$ cat config.mk
export PLATFORM = sky130hd
export DESIGN_NAME = bsio_unit
export DESIGN_NICKNAME = d
export VERILOG_FILES = /design/src/bsio_pkg.sv /design/src/bsio_addr_if.sv /design/src/bsio_addr_form.sv /design/src/bsio_unit.sv
export SDC_FILE = /design/constraint.sdc
export NUM_CORES = 1
export LEC_CHECK = 0
export ABC_CLOCK_PERIOD_IN_PS = 2800
export BUFFER_PORTS_ARGS = -buffer_cell sky130_fd_sc_hd__buf_4
export CAP_MARGIN = 20
export CELL_PAD_IN_SITES_DETAIL_PLACEMENT = 1
export CELL_PAD_IN_SITES_GLOBAL_PLACEMENT = 1
export CORE_MARGIN = 2
export CORE_UTILIZATION = 40
export CTS_CLUSTER_DIAMETER = 50
export DETAILED_ROUTE_END_ITERATION = 8
export PLACE_DENSITY_LB_ADDON = 0.1
export REMOVE_ABC_BUFFERS = 1
export SYNTH_ARGS = -nofsm -noshare
export SYNTH_HDL_FRONTEND = slang
export SYNTH_SLANG_ARGS = --single-unit
$ cat constraint.sdc
create_clock -name mclk -period 2.8 [get_ports mclk]
set_input_delay 0.14 -clock mclk [delete_from_list [all_inputs] [get_ports mclk]]
set_output_delay 0.14 -clock mclk [all_outputs]
set_load 0.1 [all_outputs]
$ cat src/bsio_pkg.sv
// package of constants and types for the bit-serial io addressing unit
package bsio_pkg;
   localparam int BSIO_ADDR_W = 11;              // width of bit address
   localparam int BSIO_BASE_LSB = 1;             // lowest base bit in workspace word
   localparam int BSIO_BASE_MSB = 11;            // highest base bit in workspace word
   localparam int BSIO_DISP_W = 8;               // signed displacement width
   localparam int BSIO_CNT_W = 5;                // bit count width (1..16)
   localparam logic [4:0] BSIO_MAX_BITS = 5'h10; // longest multi-bit transfer
   localparam logic [4:0] BSIO_MIN_BITS = 5'h01; // shortest multi-bit transfer
   localparam logic [15:0] BSIO_WORD_RST = 16'h0000; // data word reset value
   localparam logic [10:0] BSIO_ADDR_RST = 11'h000;  // address reset value
   // operations that use the serial port
   typedef enum logic [2:0] {
      BSIO_OP_TEST,
      BSIO_OP_SET_ONE,
      BSIO_OP_SET_ZERO,
      BSIO_OP_MULTI_OUT,
      BSIO_OP_MULTI_IN
   } bsio_op_e;
   // sequencer states
   typedef enum logic [2:0] {
      BSIO_ST_IDLE,
      BSIO_ST_ADDR,
      BSIO_ST_STROBE,
      BSIO_ST_SAMPLE,
      BSIO_ST_HOLD,
      BSIO_ST_DONE
   } bsio_state_e;
endpackage : bsio_pkg

$ cat src/bsio_addr_if.sv
// interface carrying the address-forming request and result
`timescale 1ns/10ps
`default_nettype none
interface bsio_addr_if;
   import bsio_pkg::*;
   logic [15:0] base_word;                   // workspace base word
   logic [BSIO_DISP_W-1:0] disp;             // signed displacement
   logic use_disp;                           // single-bit instruction
   logic [BSIO_ADDR_W-1:0] bit_addr;         // resulting bit address
   modport requester (output base_word, output disp, output use_disp, input bit_addr);
   modport former (input base_word, input disp, input use_disp, output bit_addr);
endinterface : bsio_addr_if
`default_nettype wire

$ cat src/bsio_addr_form.sv
// combinational bit address former
`timescale 1ns/10ps
`default_nettype none
module bsio_addr_form
   import bsio_pkg::*;
(
   bsio_addr_if.former af
);
   logic [BSIO_ADDR_W-1:0] hw_base; // base from workspace bits 1..11
   logic [BSIO_ADDR_W-1:0] disp_ext; // sign-extended displacement
   // take only the eleven base bits, dropping the lowest bit
   assign hw_base = af.base_word[BSIO_BASE_MSB:BSIO_BASE_LSB];
   // extend the sign of the displacement before adding
   assign disp_ext = {{(BSIO_ADDR_W-BSIO_DISP_W){af.disp[BSIO_DISP_W-1]}}, af.disp};
   // multi-bit operations keep the base unchanged
   assign af.bit_addr = af.use_disp ? BSIO_ADDR_W'(hw_base + disp_ext) : hw_base;
endmodule : bsio_addr_form
`default_nettype wire

$ cat src/bsio_unit.sv
// bit-serial io unit: address driver and serial sequencer

// bus layout, highest line first: A0-A1 are bits 15:14 and stay zero,
// A2-A12 are bits 13:3 and carry the bit address, A13 is bit 2 and carries
// the serial output level, bits 1:0 are unused and stay zero
// the unit holds one operation at a time; a start while busy is dropped
// without any sign, so the caller must wait for the done pulse
`timescale 1ns/10ps
`default_nettype none
module bsio_unit
   import bsio_pkg::*;
(
   input wire logic mclk,
   input wire logic srst,
   input wire logic phase3,
   input wire logic start,
   input wire logic [2:0] op,
   input wire logic [15:0] base_word,
   input wire logic [7:0] disp,
   input wire logic [4:0] bit_count,
   input wire logic [15:0] out_data,
   input wire logic serial_input_line,
   output logic [15:0] addr_bus,
   output logic serial_bit_strobe,
   output logic busy,
   output logic done,
   output logic [15:0] in_data,
   output logic equal_bit
);
   bsio_addr_if aif ();                  // link to address former
   bsio_state_e state_reg;               // sequencer state
   bsio_op_e op_reg;                     // latched operation
   logic [BSIO_ADDR_W-1:0] addr_reg;     // current bit address
   logic [4:0] left_reg;                 // bits remaining
   logic [4:0] idx_reg;                  // current bit index
   logic [15:0] word_reg;                // outgoing data word
   logic out_bit_reg;                    // serial output level
   logic [15:0] addr_bus_reg;            // registered bus image
   logic [4:0] cnt_clamped;              // count limited to 1..16
   logic multi;                          // multi-bit operation
   logic is_out;                         // output-type operation

   // request to the address former
   // the former is purely combinational, so its result is only trusted
   // in the idle cycle that takes the start pulse
   assign aif.base_word = base_word;
   assign aif.disp = disp;
   assign aif.use_disp = (bsio_op_e'(op) != BSIO_OP_MULTI_OUT) &&
                         (bsio_op_e'(op) != BSIO_OP_MULTI_IN);
   bsio_addr_form u_form (
      .af(aif)
   );

   // count limited to the legal range
   // zero is taken as one and anything above sixteen as sixteen, so a
   // transfer always moves at least one bit and never overruns the word
   always_comb begin
      if (bit_count == 5'h00) begin
         cnt_clamped = BSIO_MIN_BITS;
      end else if (bit_count > BSIO_MAX_BITS) begin
         cnt_clamped = BSIO_MAX_BITS;
      end else begin
         cnt_clamped = bit_count;
      end
   end

   assign multi = (op_reg == BSIO_OP_MULTI_OUT) || (op_reg == BSIO_OP_MULTI_IN);
   assign is_out = (op_reg == BSIO_OP_MULTI_OUT) || (op_reg == BSIO_OP_SET_ONE) ||
                   (op_reg == BSIO_OP_SET_ZERO);

   // sequencer: address first, strobe or sample after the next phase3
   // each bit costs at least three cycles: one or more in ADDR waiting for
   // phase3, one in STROBE or SAMPLE and one in HOLD; the address therefore
   // stands for the whole of the bit, which covers the two phases that the
   // peripheral needs to answer
   always_ff @(posedge mclk) begin
      if (srst) begin
         state_reg <= BSIO_ST_IDLE;
      end else begin
         case (state_reg)
            BSIO_ST_IDLE: begin
               // start is only looked at here
               if (start) begin
                  state_reg <= BSIO_ST_ADDR;
               end
            end
            BSIO_ST_ADDR: begin
               // address valid; wait next phase for strobe or sample
               if (phase3) begin
                  state_reg <= is_out ? BSIO_ST_STROBE : BSIO_ST_SAMPLE;
               end
            end
            BSIO_ST_STROBE, BSIO_ST_SAMPLE: begin
               state_reg <= BSIO_ST_HOLD;
            end
            BSIO_ST_HOLD: begin
               // advance to next bit or finish
               if (multi && (left_reg > BSIO_MIN_BITS)) begin
                  state_reg <= BSIO_ST_ADDR;
               end else begin
                  state_reg <= BSIO_ST_DONE;
               end
            end
            BSIO_ST_DONE: begin
               // one cycle to let done rise before the next start
               state_reg <= BSIO_ST_IDLE;
            end
            default: begin
               state_reg <= BSIO_ST_IDLE;
            end
         endcase
      end
   end

   // operation, address, count and index tracking
   // everything the sequence needs is copied at start, so the inputs may
   // change freely while the transfer runs
   always_ff @(posedge mclk) begin
      if (srst) begin
         op_reg <= BSIO_OP_TEST;
         addr_reg <= BSIO_ADDR_RST;
         left_reg <= 5'h00;
         idx_reg <= 5'h00;
         word_reg <= BSIO_WORD_RST;
      end else if (state_reg == BSIO_ST_IDLE && start) begin
         op_reg <= bsio_op_e'(op);
         addr_reg <= aif.bit_addr;
         left_reg <= aif.use_disp ? BSIO_MIN_BITS : cnt_clamped;
         idx_reg <= 5'h00;
         word_reg <= out_data;
      end else if (state_reg == BSIO_ST_HOLD && multi && left_reg > BSIO_MIN_BITS) begin
         // step the bus address after each bit
         addr_reg <= BSIO_ADDR_W'(addr_reg + 11'h001);
         left_reg <= 5'(left_reg - 5'h01);
         idx_reg <= 5'(idx_reg + 5'h01);
      end
   end

   // serial output level chosen per operation
   // the level is refreshed in every ADDR cycle, one cycle ahead of the bus
   // image, so bus and strobe always show the level of the current bit
   always_ff @(posedge mclk) begin
      if (srst) begin
         out_bit_reg <= 1'b0;
      end else if (state_reg == BSIO_ST_ADDR) begin
         case (op_reg)
            BSIO_OP_SET_ONE: out_bit_reg <= 1'b1;
            BSIO_OP_SET_ZERO: out_bit_reg <= 1'b0;
            BSIO_OP_MULTI_OUT: out_bit_reg <= word_reg[idx_reg[3:0]];
            default: out_bit_reg <= 1'b0;
         endcase
      end
   end

   // bus image: A0-A1 zero, A2-A12 address, A13 serial out, rest zero
   // the image is cleared at the edge after each idle cycle, so the last address stays on the bus through DONE and the first idle cycle
   always_ff @(posedge mclk) begin
      if (srst) begin
         addr_bus_reg <= 16'h0000;
      end else if (state_reg == BSIO_ST_IDLE) begin
         addr_bus_reg <= 16'h0000;
      end else begin
         addr_bus_reg <= {2'b00, addr_reg, out_bit_reg, 2'b00};
      end
   end
   assign addr_bus = addr_bus_reg;

   // one strobe per output bit
   // registered from the state, so it rises in the same edge that puts the
   // data bit of the current address into the bus image
   always_ff @(posedge mclk) begin
      if (srst) begin
         serial_bit_strobe <= 1'b0;
      end else begin
         serial_bit_strobe <= (state_reg == BSIO_ST_STROBE);
      end
   end

   // sampling of the serial input
   // bits land at the index of the bit in flight; a multi-bit input starts
   // from zero so that the unused upper bits read zero
   always_ff @(posedge mclk) begin
      if (srst) begin
         in_data <= BSIO_WORD_RST;
         equal_bit <= 1'b0;
      end else if (state_reg == BSIO_ST_IDLE && start) begin
         if (bsio_op_e'(op) == BSIO_OP_MULTI_IN) begin
            in_data <= BSIO_WORD_RST; // unused left bits zero
         end
      end else if (state_reg == BSIO_ST_SAMPLE) begin
         if (op_reg == BSIO_OP_TEST) begin
            equal_bit <= serial_input_line;
         end else begin
            in_data[idx_reg[3:0]] <= serial_input_line;
         end
      end
   end

   // status outputs
   // busy falls in the same edge that raises done, so a caller never sees
   // both low at the end of a transfer; busy only rises one cycle after start is taken
   always_ff @(posedge mclk) begin
      if (srst) begin
         busy <= 1'b0;
         done <= 1'b0;
      end else begin
         busy <= (state_reg != BSIO_ST_IDLE) && (state_reg != BSIO_ST_DONE);
         done <= (state_reg == BSIO_ST_DONE);
      end
   end
endmodule : bsio_unit
`default_nettype wire

; ---- After elaboration in Yosys (flattened, before gate mapping)
; Index checks and enable logic that the tools add are counted.
[totals]
ff_bits = 80
latch_bits = 0
mem_bits_rw = 0
mem_bits_ro = 0
input_bits = 53
out_inout_bits = 36
word_cells = 85
mem_count = 0
[classes]
addsub = 4
multipliers = 0
div_mod_pow = 0
order_cmp = 4
n_eq_ne = 17
shifts = 0
muxes = 23
bitwise_logic = 1
reduce_logical = 22
[op_table]
columns = cell, n
row1 = $mux W16, 4
row2 = $mux W11, 3
row3 = $mux W5, 5
row4 = $bwmux W16, 1
row5 = $eq A3 B2 Y1 const B, 4
row6 = $eq A3 B3 Y1 const B, 4
row7 = $pmux W3 S4, 1
row8 = $add A11 B1 Y11 const B, 1
row9 = $add A11 B11 Y11, 1
row10 = $mux W3, 3
row11 = $logic_and A1 B1 Y1, 7
row12 = $eq A3 B1 Y1 const B, 2
row13 = $logic_not A3 Y1, 2
row14 = $ne A2 B2 Y1 const B, 3
row15 = $ne A3 B3 Y1 const B, 2
row16 = $reduce_and A3 Y1, 2
row17 = $reduce_or A2 Y1, 3
row18 = $add A5 B1 Y5 const B, 1
row19 = $gt A5 B1 Y1 const B, 1
row20 = $gt A5 B5 Y1 const B, 1
row21 = $logic_not A5 Y1, 1
row22 = $lt A4 B5 Y1 const B, 1
row23 = $sub A5 B1 Y5 const B, 1
row24 = $bmux W1 S4, 1
row25 = 11 further kinds, 16

; ---- Depth between registers and ports, before layout
; Gate-level depths: netlist (run 1).
[logic_depth]
depth_word = 8
mapped_depth = 9
ltp_nobuf = 9

; ---- Cells and area by module
; A second synthesis (run 1) with hierarchy kept.
[unflattened]
cells_unflattened = 506
area_unflattened_um2 = 4282.9
[modules_own_cells]
columns = module, instances, cells_per_inst, area_per_inst_um2, seq_area_each_um2
row1 = bsio_unit, 1, 422, 3607.2, 1501.4
row2 = bsio_addr_form, 1, 84, 675.6, 0.0

; ---- Worst setup path before layout (run 1)
; No wires, ideal clock.
[synth_timing]
path_kind = register -> register
startpoint = register idx_reg[0]
endpoint = register out_bit_reg
setup_ns = 0.119
t_arrival_ns = 1.886
required_ns = 2.681
slack_ns = 0.795
stages_incl_launch_ff = 6
path_buffers = 1
synth_period_minus_slack_ns = 2.005
path_cell_list = dfxtp_1 clkbuf_1 mux4_2 mux4_2 o2111ai_1 nand2_1
[synth_via]
elab_chain_cells = 3
[synth_lines]
columns = element, line_no
row1 = start: declaration, bsio_unit.sv:35  ; logic [4:0] idx_reg;
row2 = start signal: assignment, bsio_unit.sv:135  ; idx_reg <= 5'(idx_reg + 5'h01);
row3 = $bmux W1 S4, bsio_unit.sv:149  ; BSIO_OP_MULTI_OUT: out_bit_reg <= word_reg[idx_reg[3:0]];
row4 = $mux W1 (not written as such), bsio_unit.sv:149
row5 = $pmux W1 S2, bsio_unit.sv:146  ; case (op_reg)
row6 = end signal: assignment, bsio_unit.sv:149
row7 = end: declaration, bsio_unit.sv:37  ; logic out_bit_reg;
; No other way between the ends. The select of a mux whose other input is x is not followed.
; A chain may end at the register's enable or synchronous reset.

; ---- Final worst setup path (run 1)
[layout_timing]
startpoint = register left_reg[1]
endpoint = register addr_reg[7]
[layout_via]
elab_chain_cells = 3
[layout_lines]
columns = element, line_no
row1 = start: declaration, bsio_unit.sv:34  ; logic [4:0] left_reg;
row2 = start signal: assignment, bsio_unit.sv:128  ; left_reg <= aif.use_disp ? BSIO_MIN_BITS : cnt_clamped;
row3 = start signal: assignment, bsio_unit.sv:134  ; left_reg <= 5'(left_reg - 5'h01);
row4 = $gt A5 B1 Y1, bsio_unit.sv:131  ; end else if (state_reg == BSIO_ST_HOLD && multi && left_reg > BSIO_MIN_BITS) begin
row5 = $logic_and A1 B1 Y1, bsio_unit.sv:131
row6 = $reduce_bool A2 Y1 (no line), n/a
row7 = end signal: assignment, bsio_unit.sv:127  ; addr_reg <= aif.bit_addr;
row8 = end signal: assignment, bsio_unit.sv:133  ; addr_reg <= BSIO_ADDR_W'(addr_reg + 11'h001);
row9 = end: declaration, bsio_unit.sv:33  ; logic [BSIO_ADDR_W-1:0] addr_reg;
; No other way between the ends.

==> results of run 1 <==
routing by layer:
| metal | track usage | vias up |
|---|---|---|
| met1 | 0.266 | 1677 |
| met2 | 0.337 | 64 |
| met4 | 0.0554 | 0 |
| met3 | 0.0294 | 7 |
| met5 | 0 | - |
| li1 | - | 1751 |
synthesized netlist by cell type, types with 3 or more instances:
library cell	count
sky130_fd_sc_hd__dfxtp_1	75
sky130_fd_sc_hd__nand2_1	66
sky130_fd_sc_hd__a21oi_1	58
sky130_fd_sc_hd__nor2_1	27
sky130_fd_sc_hd__clkbuf_1	21
sky130_fd_sc_hd__ha_1	17
sky130_fd_sc_hd__and2_1	14
sky130_fd_sc_hd__inv_1	13
sky130_fd_sc_hd__nor3_1	12
sky130_fd_sc_hd__xnor2_1	12
sky130_fd_sc_hd__o21ai_0	11
sky130_fd_sc_hd__a211oi_1	10
sky130_fd_sc_hd__xor2_1	10
sky130_fd_sc_hd__nand3_1	9
sky130_fd_sc_hd__o21ai_1	9
sky130_fd_sc_hd__nand4_1	8
sky130_fd_sc_hd__nor2b_1	8
sky130_fd_sc_hd__a31oi_1	7
sky130_fd_sc_hd__nand2b_1	6
sky130_fd_sc_hd__and3_1	5
sky130_fd_sc_hd__mux2i_1	5
sky130_fd_sc_hd__mux4_2	5
sky130_fd_sc_hd__o22ai_1	5
sky130_fd_sc_hd__buf_4	4
sky130_fd_sc_hd__o21bai_1	4
sky130_fd_sc_hd__a21o_1	3
sky130_fd_sc_hd__clkbuf_2	3
sky130_fd_sc_hd__nor3b_1	3
stage by stage:
| step | std cells | power, uW | hold WS [ns] | util |
|---|---|---|---|---|
| 3_5_place_dp | 645 | 1690 | 0.394 | 0.483 |
| 5_1_grt | 662 | 2670 | 0.0229 | 0.507 |
| 6_report | 662 | 2550 | 0.0309 | 0.507 |
| 4_1_cts | 661 | 2560 | 0.0240 | 0.506 |
| 3_3_place_gp | 645 | 1670 | 0.382 | 0.483 |
| 2_1_floorplan | 433 | 1520 | 0.205 | - |
layout by cell type, fill, tap and decap left out, types with 6 or more instances in the layout:
master,n
sky130_fd_sc_hd__a31oi_1,7
sky130_fd_sc_hd__a21oi_1,58
sky130_fd_sc_hd__nand2b_1,6
sky130_fd_sc_hd__xnor2_1,12
sky130_fd_sc_hd__nand4_1,8
sky130_fd_sc_hd__nand2_1,66
sky130_fd_sc_hd__buf_4,84
sky130_fd_sc_hd__nor3_1,12
sky130_fd_sc_hd__dfxtp_1,75
sky130_fd_sc_hd__a211oi_1,10
sky130_fd_sc_hd__inv_1,13
sky130_fd_sc_hd__nand3_1,9
sky130_fd_sc_hd__o21ai_1,9
sky130_fd_sc_hd__o21ai_0,11
sky130_fd_sc_hd__nor2b_1,8
sky130_fd_sc_hd__clkbuf_8,10
sky130_fd_sc_hd__xor2_1,10
sky130_fd_sc_hd__and2_1,14
sky130_fd_sc_hd__nor2_1,27
sky130_fd_sc_hd__ha_1,17
worst min-delay path: stages:
cell and delay [ns]:
sky130_fd_sc_hd__buf_4 0.10, sky130_fd_sc_hd__nand2_1 0.04, sky130_fd_sc_hd__a21oi_1 0.05
cell families (layout without fill, tap and decap cells):
group | after synthesis | after routing | synth area share
AND/OR/NAND/NOR | 165 | 165 | 0.204
AO/OA/AOI/OAI | 126 | 126 | 0.203
flip-flops | 75 | 75 | 0.389
buffers and inverters | 44 | 113 | 0.0515
XOR/XNOR | 22 | 22 | 0.0499
adder cells (fa/ha/maj) | 18 | 18 | 0.0602
multiplexers | 10 | 10 | 0.0421
other | 1 | 4 | 0.000971
final cells by class:
cell class                      count  share of cell area
Clock buffer                       10              0.0291
Clock inverter                      6              0.0154
Inverter                           13              0.0103
Multi-Input combinational cell    345               0.460
Sequential cell                    75               0.318
Tap cell                          129              0.0341
Timing Repair Buffer               84               0.133
power by group:
part           internal, uW  switching [uW]
Combinational           189             305
Sequential             1120            46.9
Clock                   444             442
Total                  1750             793
how the worst max path moves through the flow:
stage | start | to | slack (ns) | cells after the start
2_1_floorplan | state_reg[2]$_SDFFE_PP0P_ | in_data[10]$_SDFFE_PP0P_ | 0.37 | 5
3_3_place_gp | state_reg[2]$_SDFFE_PP0P_ | in_data[7]$_SDFFE_PP0P_ | 0.55 | 5
3_5_place_dp | state_reg[2]$_SDFFE_PP0P_ | in_data[11]$_SDFFE_PP0P_ | 0.50 | 5
4_1_cts | state_reg[2]$_SDFFE_PP0P_ | in_data[11]$_SDFFE_PP0P_ | 0.46 | 5
5_1_grt | left_reg[1]$_SDFFE_PP0P_ | addr_reg[7]$_SDFFE_PP0P_ | 0.41 | 9
6_report | left_reg[1]$_SDFFE_PP0P_ | addr_reg[7]$_SDFFE_PP0P_ | 0.58 | 9
==> impl_metrics.yaml, run 1 <==
logic_synthesis:
  synth_enable_flop_cells: 0
  post_synth_main_area_contributors: "sky130_fd_sc_hd__dfxtp_1 39%, sky130_fd_sc_hd__a21oi_1 7.5%, sky130_fd_sc_hd__nand2_1 6.4%, sky130_fd_sc_hd__ha_1 5.5%, sky130_fd_sc_hd__mux4_2 2.9%"
  synth.yosys.seq_area_share: 0.389
  synth.cell_area_sq_um: 3860
  post_synthesis_cells: 461
  synthesis.area_per_instance_sq_um: 8.38
  synth_warnings: 0
  netlist-cell-type-count: 50
  synth_top_area_frac: 0.389
  ys_async_sr_fraction: 0
  ys_seq_elements: 75
  synth_top_cell_by_area: "sky130_fd_sc_hd__dfxtp_1"
  synth_flop_cell: "sky130_fd_sc_hd__dfxtp_1"
final_layout:
  layout.nets: 599
  final_layout_size_suffix_gt1_frac: 0.206
  flow.area_growth_from_synthesis_pct: 22.3
  multi_input_area_sq_um: 2170
  diodes: 0
  register_area_sq_um: 1500
  final.fill_count: 1161
  finalInstanceArea_sq_um: 4730
cts:
  post-cts-setup-buffers: 0
  cts_inserted_buffers: 9
  cts.clk_slew.worst_paths_ns: 0.09
  h_tree_depth_reported_by_cts: 3
  clock_insertion_delay_worst_skew_ns: 0.35
  cts-root-buf: "sky130_fd_sc_hd__clkbuf_8"
  hold_buffers: 0
  tritoncts: "done"
  postCtsResizedCells: 0
  cts.sink_count: 75
  clock_path_buffers: 2
setup_path:
  critical-path-top-delay-family: "compound AO/OA/AOI/OAI gates"
  endpoint_kind: "flip-flop"
  worstRegToRegCells: 9
  critPathMaxStageDelay_ns: 0.38
  startpoint_type: "flip-flop"
  critPathArrivalTime_ns: 2.47
  setup.worst_path.class: "reg -> reg"
  path_cells: "inv_1 > ha_1 > o21bai_1 > a2111oi_4 > buf_4 > nand2_1 > nor2_1 > xnor2_1 > a221oi_1"
  cpMaxStageDelayCell: "sky130_fd_sc_hd__dfxtp_1"
  r2r-end: "addr_reg[7]$_SDFFE_PP0P_"
  crit_path_max_fanout: 20
  timing.reg2reg.setup_slack_ns: 0.58
  worst_ep_required_time_ns: 3.05
  start_of_the_worst_register_to_register_path: "left_reg[1]$_SDFFE_PP0P_"
  cp_num_buf_inv: 2
route:
  ratio_of_routed_vias_to_standard_cells: 5.29
  routedLengthMet1_um: 4830
  avgRoutedWirePerCell_um: 15.2
  drt_first_pass_iters: 4
  num_vias: 3499
  met2RoutedLength_um: 4760
  route.antenna.remaining_nets: 0
  drt_drc_violations_left: 0
  drt-total-wl_um: 10000
  routed.top_layer: "met4"
  first_iter_violations: 80
  met3_length_um: 354
hold_path:
  min_delay_path_depth: 3
  whs_endpoint: "word_reg[3]$_SDFFE_PP0P_"
  worst_hold_startpoint: "out_data[3]"
  holdCritPathClass: "in -> reg"
pwr:
  cellPowerDensity_nw_per_um2: 539
  cellLeakagePower_uw: 0.00188
  vdd_drop_max_mv: 0.272
grt:
  first_global_vias: 3490
  grtUsageTotal: 0.199
  antenna_found_initial: 0
  grt_pass1_wl_um: 16600
  maximum_number_of_pins_on_one_net_before_global_route_repair: 59
  globalRouteOverflowTotal: 0
floorplan:
  floorplan.die.height_um: 102
  dieWidth_um: 102
  total_die_area_sq_um: 10500
  rows: 35
  floorplan.io_pins: 89
  coreArea_sq_um: 9330
  initial_utilization: 0.414
sta:
  measured_slew_at_the_worst_slew_check_pin_ns: 0.755
  rsz0062_at_grt: "no"
  maxSlewViolCount: 0
  rel_slew_slack: 0.497
  fin_worst_skew_ns: 0.0138
  setup_viol_count_final: 0
  fin_ws_ns: 0.579
  min_period_ns: 2.22
  fin_tns_setup_ns: 0
  max_clock_freq_ghz: 0.450
  final-hold-violation-count: 0
  period_utilisation_layout: 0.793
placement:
  dp_hpwl_um: 7240
  place_congestion: 0.899
  dp_slack_ns: 0.496
  post_dp_cell_area_sq_um: 4510
  io_buffers: 79
job:
  timing.max_cap.violations: 0
status:
  outcome: "finished, final reports clean"
No activity file was read; power rests on OpenSTA's default activity.
==> run 2: changes to the inputs <==
ABC_AREA = 1   (was not set)
ABC_CLOCK_PERIOD_IN_PS = 1900   (was 2800)
CORE_UTILIZATION = 35   (was 40)
clock period = 1.9 ns   (was 2.8 ns; I/O delays follow)
==> impl_metrics.yaml, run 2 <==
status:
  outcome: "finished, final reports clean"
final_layout:
  diodes: 0
  final_layout_size_suffix_gt1_frac: 0.186
  layout_commonest_cell: "sky130_fd_sc_hd__nand2_1"
  multi_input_area_sq_um: 2280
  layout.nets: 781
  flow.area_growth_from_synthesis_pct: 25.9
  post-route-util: 0.447
  finalInstanceArea_sq_um: 5310
  final.fill_count: 1570
  layout.cells.most_common_list: "147 x sky130_fd_sc_hd__nand2_1, 90 x sky130_fd_sc_hd__buf_4, 84 x sky130_fd_sc_hd__nor2_1"
  register_area_sq_um: 1500
grt:
  global_route.usage.met1: 0.269
  grt_pass1_wl_um: 20900
  grtUsageTotal: 0.200
  antenna_found_initial: 0
  first_global_vias: 4392
  gr-usage-met2: 0.338
  globalRouteOverflowTotal: 0
  globalRoute.busiestLayer: "met2"
  met3_usage: 0.0383
  maximum_number_of_pins_on_one_net_before_global_route_repair: 33
cts:
  tritoncts: "done"
  cts-root-buf: "sky130_fd_sc_hd__clkbuf_16"
  h_tree_depth_reported_by_cts: 3
  post-cts-setup-buffers: 0
  cts_inserted_buffers: 9
  cts.sink_count: 75
  clock_insertion_delay_worst_skew_ns: 0.33
  clock_path_buffers: 2
  cts.clk_slew.worst_paths_ns: 0.06
setup_path:
  timing.reg2reg.setup_slack_ns: 0.20
  startpoint_type: "flip-flop"
  r2r-end: "addr_reg[6]$_SDFFE_PP0P_"
  worst_ep_required_time_ns: 2.13
  crit_path_max_fanout: 5
  critPathArrivalTime_ns: 1.93
  critPathMaxStageDelay_ns: 0.38
  path_cells: "ha_1 > nand3_1 > nor2_1 > inv_1 > nor2_1 > nor2_1 > o21ai_0 > a21oi_1"
  crit_path_frequent_cell: "sky130_fd_sc_hd__nor2_1"
  setup.worst_path.class: "reg -> reg"
  endpoint_kind: "flip-flop"
  start_of_the_worst_register_to_register_path: "addr_reg[1]$_SDFFE_PP0P_"
  cpMaxStageDelayCell: "sky130_fd_sc_hd__dfxtp_1"
  worstRegToRegCells: 8
route:
  drt-total-wl_um: 12600
  ratio_of_routed_vias_to_standard_cells: 5.01
  num_vias: 4315
  drt_first_pass_iters: 4
  route.antenna.remaining_nets: 0
  first_iter_violations: 223
  drt_drc_violations_left: 0
  avgRoutedWirePerCell_um: 14.6
logic_synthesis:
  post_synth_main_area_contributors: "sky130_fd_sc_hd__dfxtp_1 36%, sky130_fd_sc_hd__nand2_1 13%, sky130_fd_sc_hd__o21ai_0 7.7%, sky130_fd_sc_hd__nor2_1 7.5%, sky130_fd_sc_hd__inv_1 6.0%"
  yosysMostFrequentCell: "sky130_fd_sc_hd__nand2_1"
  synth.cell_area_sq_um: 4220
  netlist-cell-type-count: 41
  synth_top_cell_by_area: "sky130_fd_sc_hd__dfxtp_1"
  synth.yosys.seq_area_share: 0.356
  synth_flop_cell: "sky130_fd_sc_hd__dfxtp_1"
  synth_enable_flop_cells: 0
  synth_top_area_frac: 0.356
  ys_async_sr_fraction: 0
  synth_top_cells_by_count: "147 x sky130_fd_sc_hd__nand2_1, 84 x sky130_fd_sc_hd__nor2_1, 75 x sky130_fd_sc_hd__dfxtp_1"
  ys_seq_elements: 75
  post_synthesis_cells: 629
  synthesis.area_per_instance_sq_um: 6.70
  synth_warnings: 0
pwr:
  p_total_uw: 4880
  vdd_drop_max_mv: 0.597
  cellLeakagePower_uw: 0.00237
  cellPowerDensity_nw_per_um2: 919
floorplan:
  floorplan.die.height_um: 114
  initial_utilization: 0.355
  floorplan.io_pins: 89
  dieWidth_um: 114
  total_die_area_sq_um: 12900
  coreArea_sq_um: 11900
  rows: 40
sta:
  rsz0062_at_grt: "no"
  period_utilisation_layout: 0.895
  maxSlewViolCount: 0
  setup_viol_count_final: 0
  min_period_ns: 1.70
  fin_worst_skew_ns: 0.00564
  max_clock_freq_ghz: 0.588
  rel_slew_slack: 0.662
  holdWs_ns: 0.0205
  measured_slew_at_the_worst_slew_check_pin_ns: 0.505
  final-hold-violation-count: 0
hold_path:
  worst_hold_startpoint: "out_data[6]"
  holdCritPathClass: "in -> reg"
  min_delay_path_depth: 3
  whs_endpoint: "word_reg[6]$_SDFFE_PP0P_"
job:
  timing.max_cap.violations: 0
placement:
  post_dp_cell_area_sq_um: 4960
  io_buffers: 79
  dp_hpwl_um: 9400
  place_congestion: 0.824
==> run 2: area by class of cell <==
class | count | area share
Clock buffer | 11 | 0.0476
Clock inverter | 5 | 0.0158
Inverter | 73 | 0.0516
Tap cell | 147 | 0.0347
Multi-Input combinational cell | 458 | 0.431
Sequential cell | 75 | 0.283
Timing Repair Buffer | 93 | 0.137
==> run 2: layer usage <==
| metal | wire (um) | vias up | part of all wire |
|---|---|---|---|
| met2 | 5810 | 82 | 0.46 |
| li1 | - | 2195 | - |
| met4 | 91 | 0 | 0.0072 |
| met1 | 6230 | 2030 | 0.50 |
| met5 | 0 | - | 0 |
| met3 | 429 | 8 | 0.034 |
==> run 2: logic make-up after synthesis <==
group	count (synthesis)	share of synthesized area
and+or+nand+nor	292	0.289
AOI/OAI and AO/OA	139	0.183
buffers and inverters	99	0.104
DFF	75	0.356
adders and majority gates	18	0.0552
xor gates and xnor gates	5	0.0104
other	1	0.000890
==> run 2: what timing repair did <==
item,4_1_cts,5_1_grt
hold endpoints to repair,1,0
resized for setup,0,2
hold buffers,1,0
setup endpoints to repair,0,7
==> run 2: stage by stage <==
step,setup TNS [ns],setup WS (ns),std cells
3_5_place_dp,0,0.0671,845
5_1_grt,0,0.00888,862
2_1_floorplan,-2.78,-0.156,606
4_1_cts,0,0.0582,862
3_3_place_gp,0,0.120,845
6_report,0,0.199,862
==> run 2: how the worst max path moves through the flow <==
stage                              start                       end  slack, ns  cells past startpoint
3_3_place_gp    left_reg[1]$_SDFFE_PP0P_  addr_reg[9]$_SDFFE_PP0P_       0.12                     10
5_1_grt        state_reg[0]$_SDFFE_PP0P_  left_reg[2]$_SDFFE_PP0P_      0.009                      8
6_report        addr_reg[1]$_SDFFE_PP0P_  addr_reg[6]$_SDFFE_PP0P_       0.20                      8
2_1_floorplan  state_reg[0]$_SDFFE_PP0P_   in_data[0]$_SDFFE_PP0P_      -0.16                      8
4_1_cts         left_reg[1]$_SDFFE_PP0P_  addr_reg[8]$_SDFFE_PP0P_       0.06                     10
3_5_place_dp    left_reg[1]$_SDFFE_PP0P_  addr_reg[8]$_SDFFE_PP0P_       0.07                     10
==> run 2: report_power, final <==
part,total (uW),switching (uW),internal [uW]
logic,1170,775,400
clock network,1910,687,1230
registers,1790,90.6,1700
total,4880,1550,3330
==> run 2: worst max-delay path: cells and delay by family, from the launching register on <==
| kind | cells | cell delay (ns) |
|---|---|---|
| and+or+nand+nor | 4 | 0.63 |
| AOI/OAI and AO/OA | 2 | 0.21 |
| DFF | 1 | 0.38 |
| buffers and inverters | 1 | 0.15 |
| adders and majority gates | 1 | 0.23 |
==> run 3: changes to the inputs <==
MAX_ROUTING_LAYER = met4   (was not set)
SYNTH_HIERARCHICAL = 1   (was not set)
==> impl_metrics.yaml, run 3 <==
status:
  outcome: "finished, final reports clean"
hold_path:
  holdCritPathClass: "in -> reg"
logic_synthesis:
  synth_top_cell_by_area: "sky130_fd_sc_hd__dfxtp_1"
  ys_seq_elements: 75
  post_synth_main_area_contributors: "sky130_fd_sc_hd__dfxtp_1 34%, sky130_fd_sc_hd__nand2_1 13%, sky130_fd_sc_hd__inv_1 5.8%, sky130_fd_sc_hd__nor2_1 5.7%, sky130_fd_sc_hd__a21oi_1 5.2%"
  synth_top_area_frac: 0.339
  ys_async_sr_fraction: 0
  yosysMostFrequentCell: "sky130_fd_sc_hd__nand2_1"
  synth.cell_area_sq_um: 4430
  synth_top_cells_by_count: "158 x sky130_fd_sc_hd__nand2_1, 75 x sky130_fd_sc_hd__dfxtp_1, 69 x sky130_fd_sc_hd__inv_1"
  synth.yosys.seq_area_share: 0.339
  post_synth_fa_ha_maj_area_fraction: 0.0526
  synth_flop_cell: "sky130_fd_sc_hd__dfxtp_1"
  synth_enable_flop_cells: 0
  netlist-cell-type-count: 43
  synthesis.area_per_instance_sq_um: 6.89
  mux_contribution_to_synthesized_area: 0
  largest_family_of_logic_cells_by_synthesized_area: "simple AND/OR/NAND/NOR gates"
  xor_xnor_fraction_of_synth_area: 0.0138
  post_synthesis_cells: 643
  synth_simple_gate_area_share: 0.312
  synth_warnings: 6
  synth_compound_area_frac: 0.170
floorplan:
  rows: 41
  dieWidth_um: 116
  initial_utilization: 0.355
  floorplan.io_pins: 89
  coreArea_sq_um: 12500
  total_die_area_sq_um: 13600
  floorplan.die.height_um: 116
sta:
  max_clock_freq_ghz: 0.586
  rel_slew_slack: 0.667
  fin_tns_setup_ns: 0
  fin_worst_skew_ns: 0.00785
  setup_viol_count_final: 0
  maxSlewViolCount: 0
  final-hold-violation-count: 0
  period_utilisation_layout: 0.898
  rsz0062_at_grt: "no"
  measured_slew_at_the_worst_slew_check_pin_ns: 0.498
  min_period_ns: 1.71
grt:
  grtUsageTotal: 0.201
  first_global_vias: 4412
  antenna_found_initial: 0
  globalRouteOverflowTotal: 0
  grt_pass1_wl_um: 20700
  maximum_number_of_pins_on_one_net_before_global_route_repair: 37
cts:
  postCtsResizedCells: 0
  cts_inserted_buffers: 9
  cts-root-buf: "sky130_fd_sc_hd__clkbuf_16"
  hold_buffers: 1
  h_tree_depth_reported_by_cts: 3
  tritoncts: "done"
  clock_insertion_delay_worst_skew_ns: 0.34
  cts.clk_slew.worst_paths_ns: 0.06
  post-cts-setup-buffers: 0
  cts.sink_count: 75
  clock_path_buffers: 2
route:
  first_iter_violations: 152
  ratio_of_routed_vias_to_standard_cells: 4.82
  met3_length_um: 387
  drt_drc_violations_left: 0
  avgRoutedWirePerCell_um: 14.0
  met2RoutedLength_um: 6490
  drt-total-wl_um: 12600
  routed.top_layer: "met4"
  drt_first_pass_iters: 4
  routedLengthMet1_um: 5590
  num_vias: 4344
  route.antenna.remaining_nets: 0
final_layout:
  layout_commonest_cell: "sky130_fd_sc_hd__nand2_1"
  finalInstanceArea_sq_um: 5520
  layout.cells.most_common_list: "158 x sky130_fd_sc_hd__nand2_1, 93 x sky130_fd_sc_hd__buf_4, 75 x sky130_fd_sc_hd__dfxtp_1"
  layout.nets: 796
  diodes: 0
  flow.area_growth_from_synthesis_pct: 24.6
  final_layout_size_suffix_gt1_frac: 0.218
placement:
  place_congestion: 0.890
  io_buffers: 79
  post_dp_cell_area_sq_um: 5190
  dp_hpwl_um: 9590
setup_path:
  crit_path_max_fanout: 18
  setup.worst_path.class: "reg -> reg"
  endpoint_kind: "flip-flop"
  critPathArrivalTime_ns: 1.94
  startpoint_type: "flip-flop"
  worst_ep_required_time_ns: 2.13
pwr:
  cellPowerDensity_nw_per_um2: 885
  cellLeakagePower_uw: 0.00246
  vdd_drop_max_mv: 0.392
job:
  timing.max_cap.violations: 0
run 3: cell count changes after synthesis, moves of 4 or more:
cell,delta
sky130_fd_sc_hd__nand2_2,+5
sky130_fd_sc_hd__nor2_4,+5
sky130_fd_sc_hd__o21ai_2,+4
sky130_fd_sc_hd__nor2_1,-17
sky130_fd_sc_hd__o21ai_0,-20
sky130_fd_sc_hd__o21ai_1,+11
sky130_fd_sc_hd__nand2_1,+11
run 3: worst max-delay path, stage by stage (launching register included):
cell,delay (ns)
sky130_fd_sc_hd__dfxtp_1,0.37
sky130_fd_sc_hd__inv_1,0.09
sky130_fd_sc_hd__ha_1,0.17
sky130_fd_sc_hd__o21bai_1,0.14
sky130_fd_sc_hd__nand3_1,0.14
sky130_fd_sc_hd__nand3_4,0.12
sky130_fd_sc_hd__nand2_4,0.20
sky130_fd_sc_hd__inv_1,0.17
sky130_fd_sc_hd__nor2_1,0.14
sky130_fd_sc_hd__nor2_1,0.04
run 3: layout make-up:
class	count	area, sq um
tap	172	215
inverter	77	294
clock inverter	5	77.6
sequential	75	1500
multi-input combinational	466	2450
fill	1627	6950
clock buffer	11	233
timing repair buffer	96	748
run 3: logic make-up after synthesis:
group / after synthesis
other: 1
adders and majority gates: 18
buffers and inverters: 105
AOI/OAI and AO/OA: 130
DFF: 75
and+or+nand+nor: 307
xor gates and xnor gates: 7
run 3: stage by stage:
step	setup WS (ns)	power, uW	hold slack (ns)	utilization	std cells
final	0.193	4880	0.0262	0.442	902
after global routing	0.0374	5160	0.0472	0.442	902
after CTS	0.176	4940	0.0182	0.442	902
after detailed placement	0.0347	3110	0.333	0.417	885
after global placement	0.0578	3070	0.326	0.417	885
after floorplan	0.225	2680	0.157	-	618
run 3: where the power goes:
part / switching [uW] / leakage [uW] / internal [uW]
clock network: 671 / 0.000150 / 1150
logic: 849 / 0.00170 / 421
registers: 87.4 / 0.000612 / 1710
run 3: path summary, 6_finish.rpt:
path         slack [ns]                  endpoint                      from  depth (start not counted)
max                0.19  addr_reg[5]$_SDFFE_PP0P_  left_reg[1]$_SDFFE_PP0P_                          9
min                0.03  word_reg[2]$_SDFFE_PP0P_               out_data[2]                          3
max reg2reg        0.19  addr_reg[5]$_SDFFE_PP0P_  left_reg[1]$_SDFFE_PP0P_                          9
min reg2reg        0.44    addr_bus[2]$_SDFF_PP0_  out_bit_reg$_SDFFE_PP0P_                          2
run 3: layer usage:
| layer | global-route usage | vias up |
|---|---|---|
| met2 | 0.369 | 57 |
| met1 | 0.223 | 2059 |
| met4 | 0.0516 | 0 |
| li1 | - | 2216 |
| met5 | - | - |
| met3 | 0.0389 | 12 |
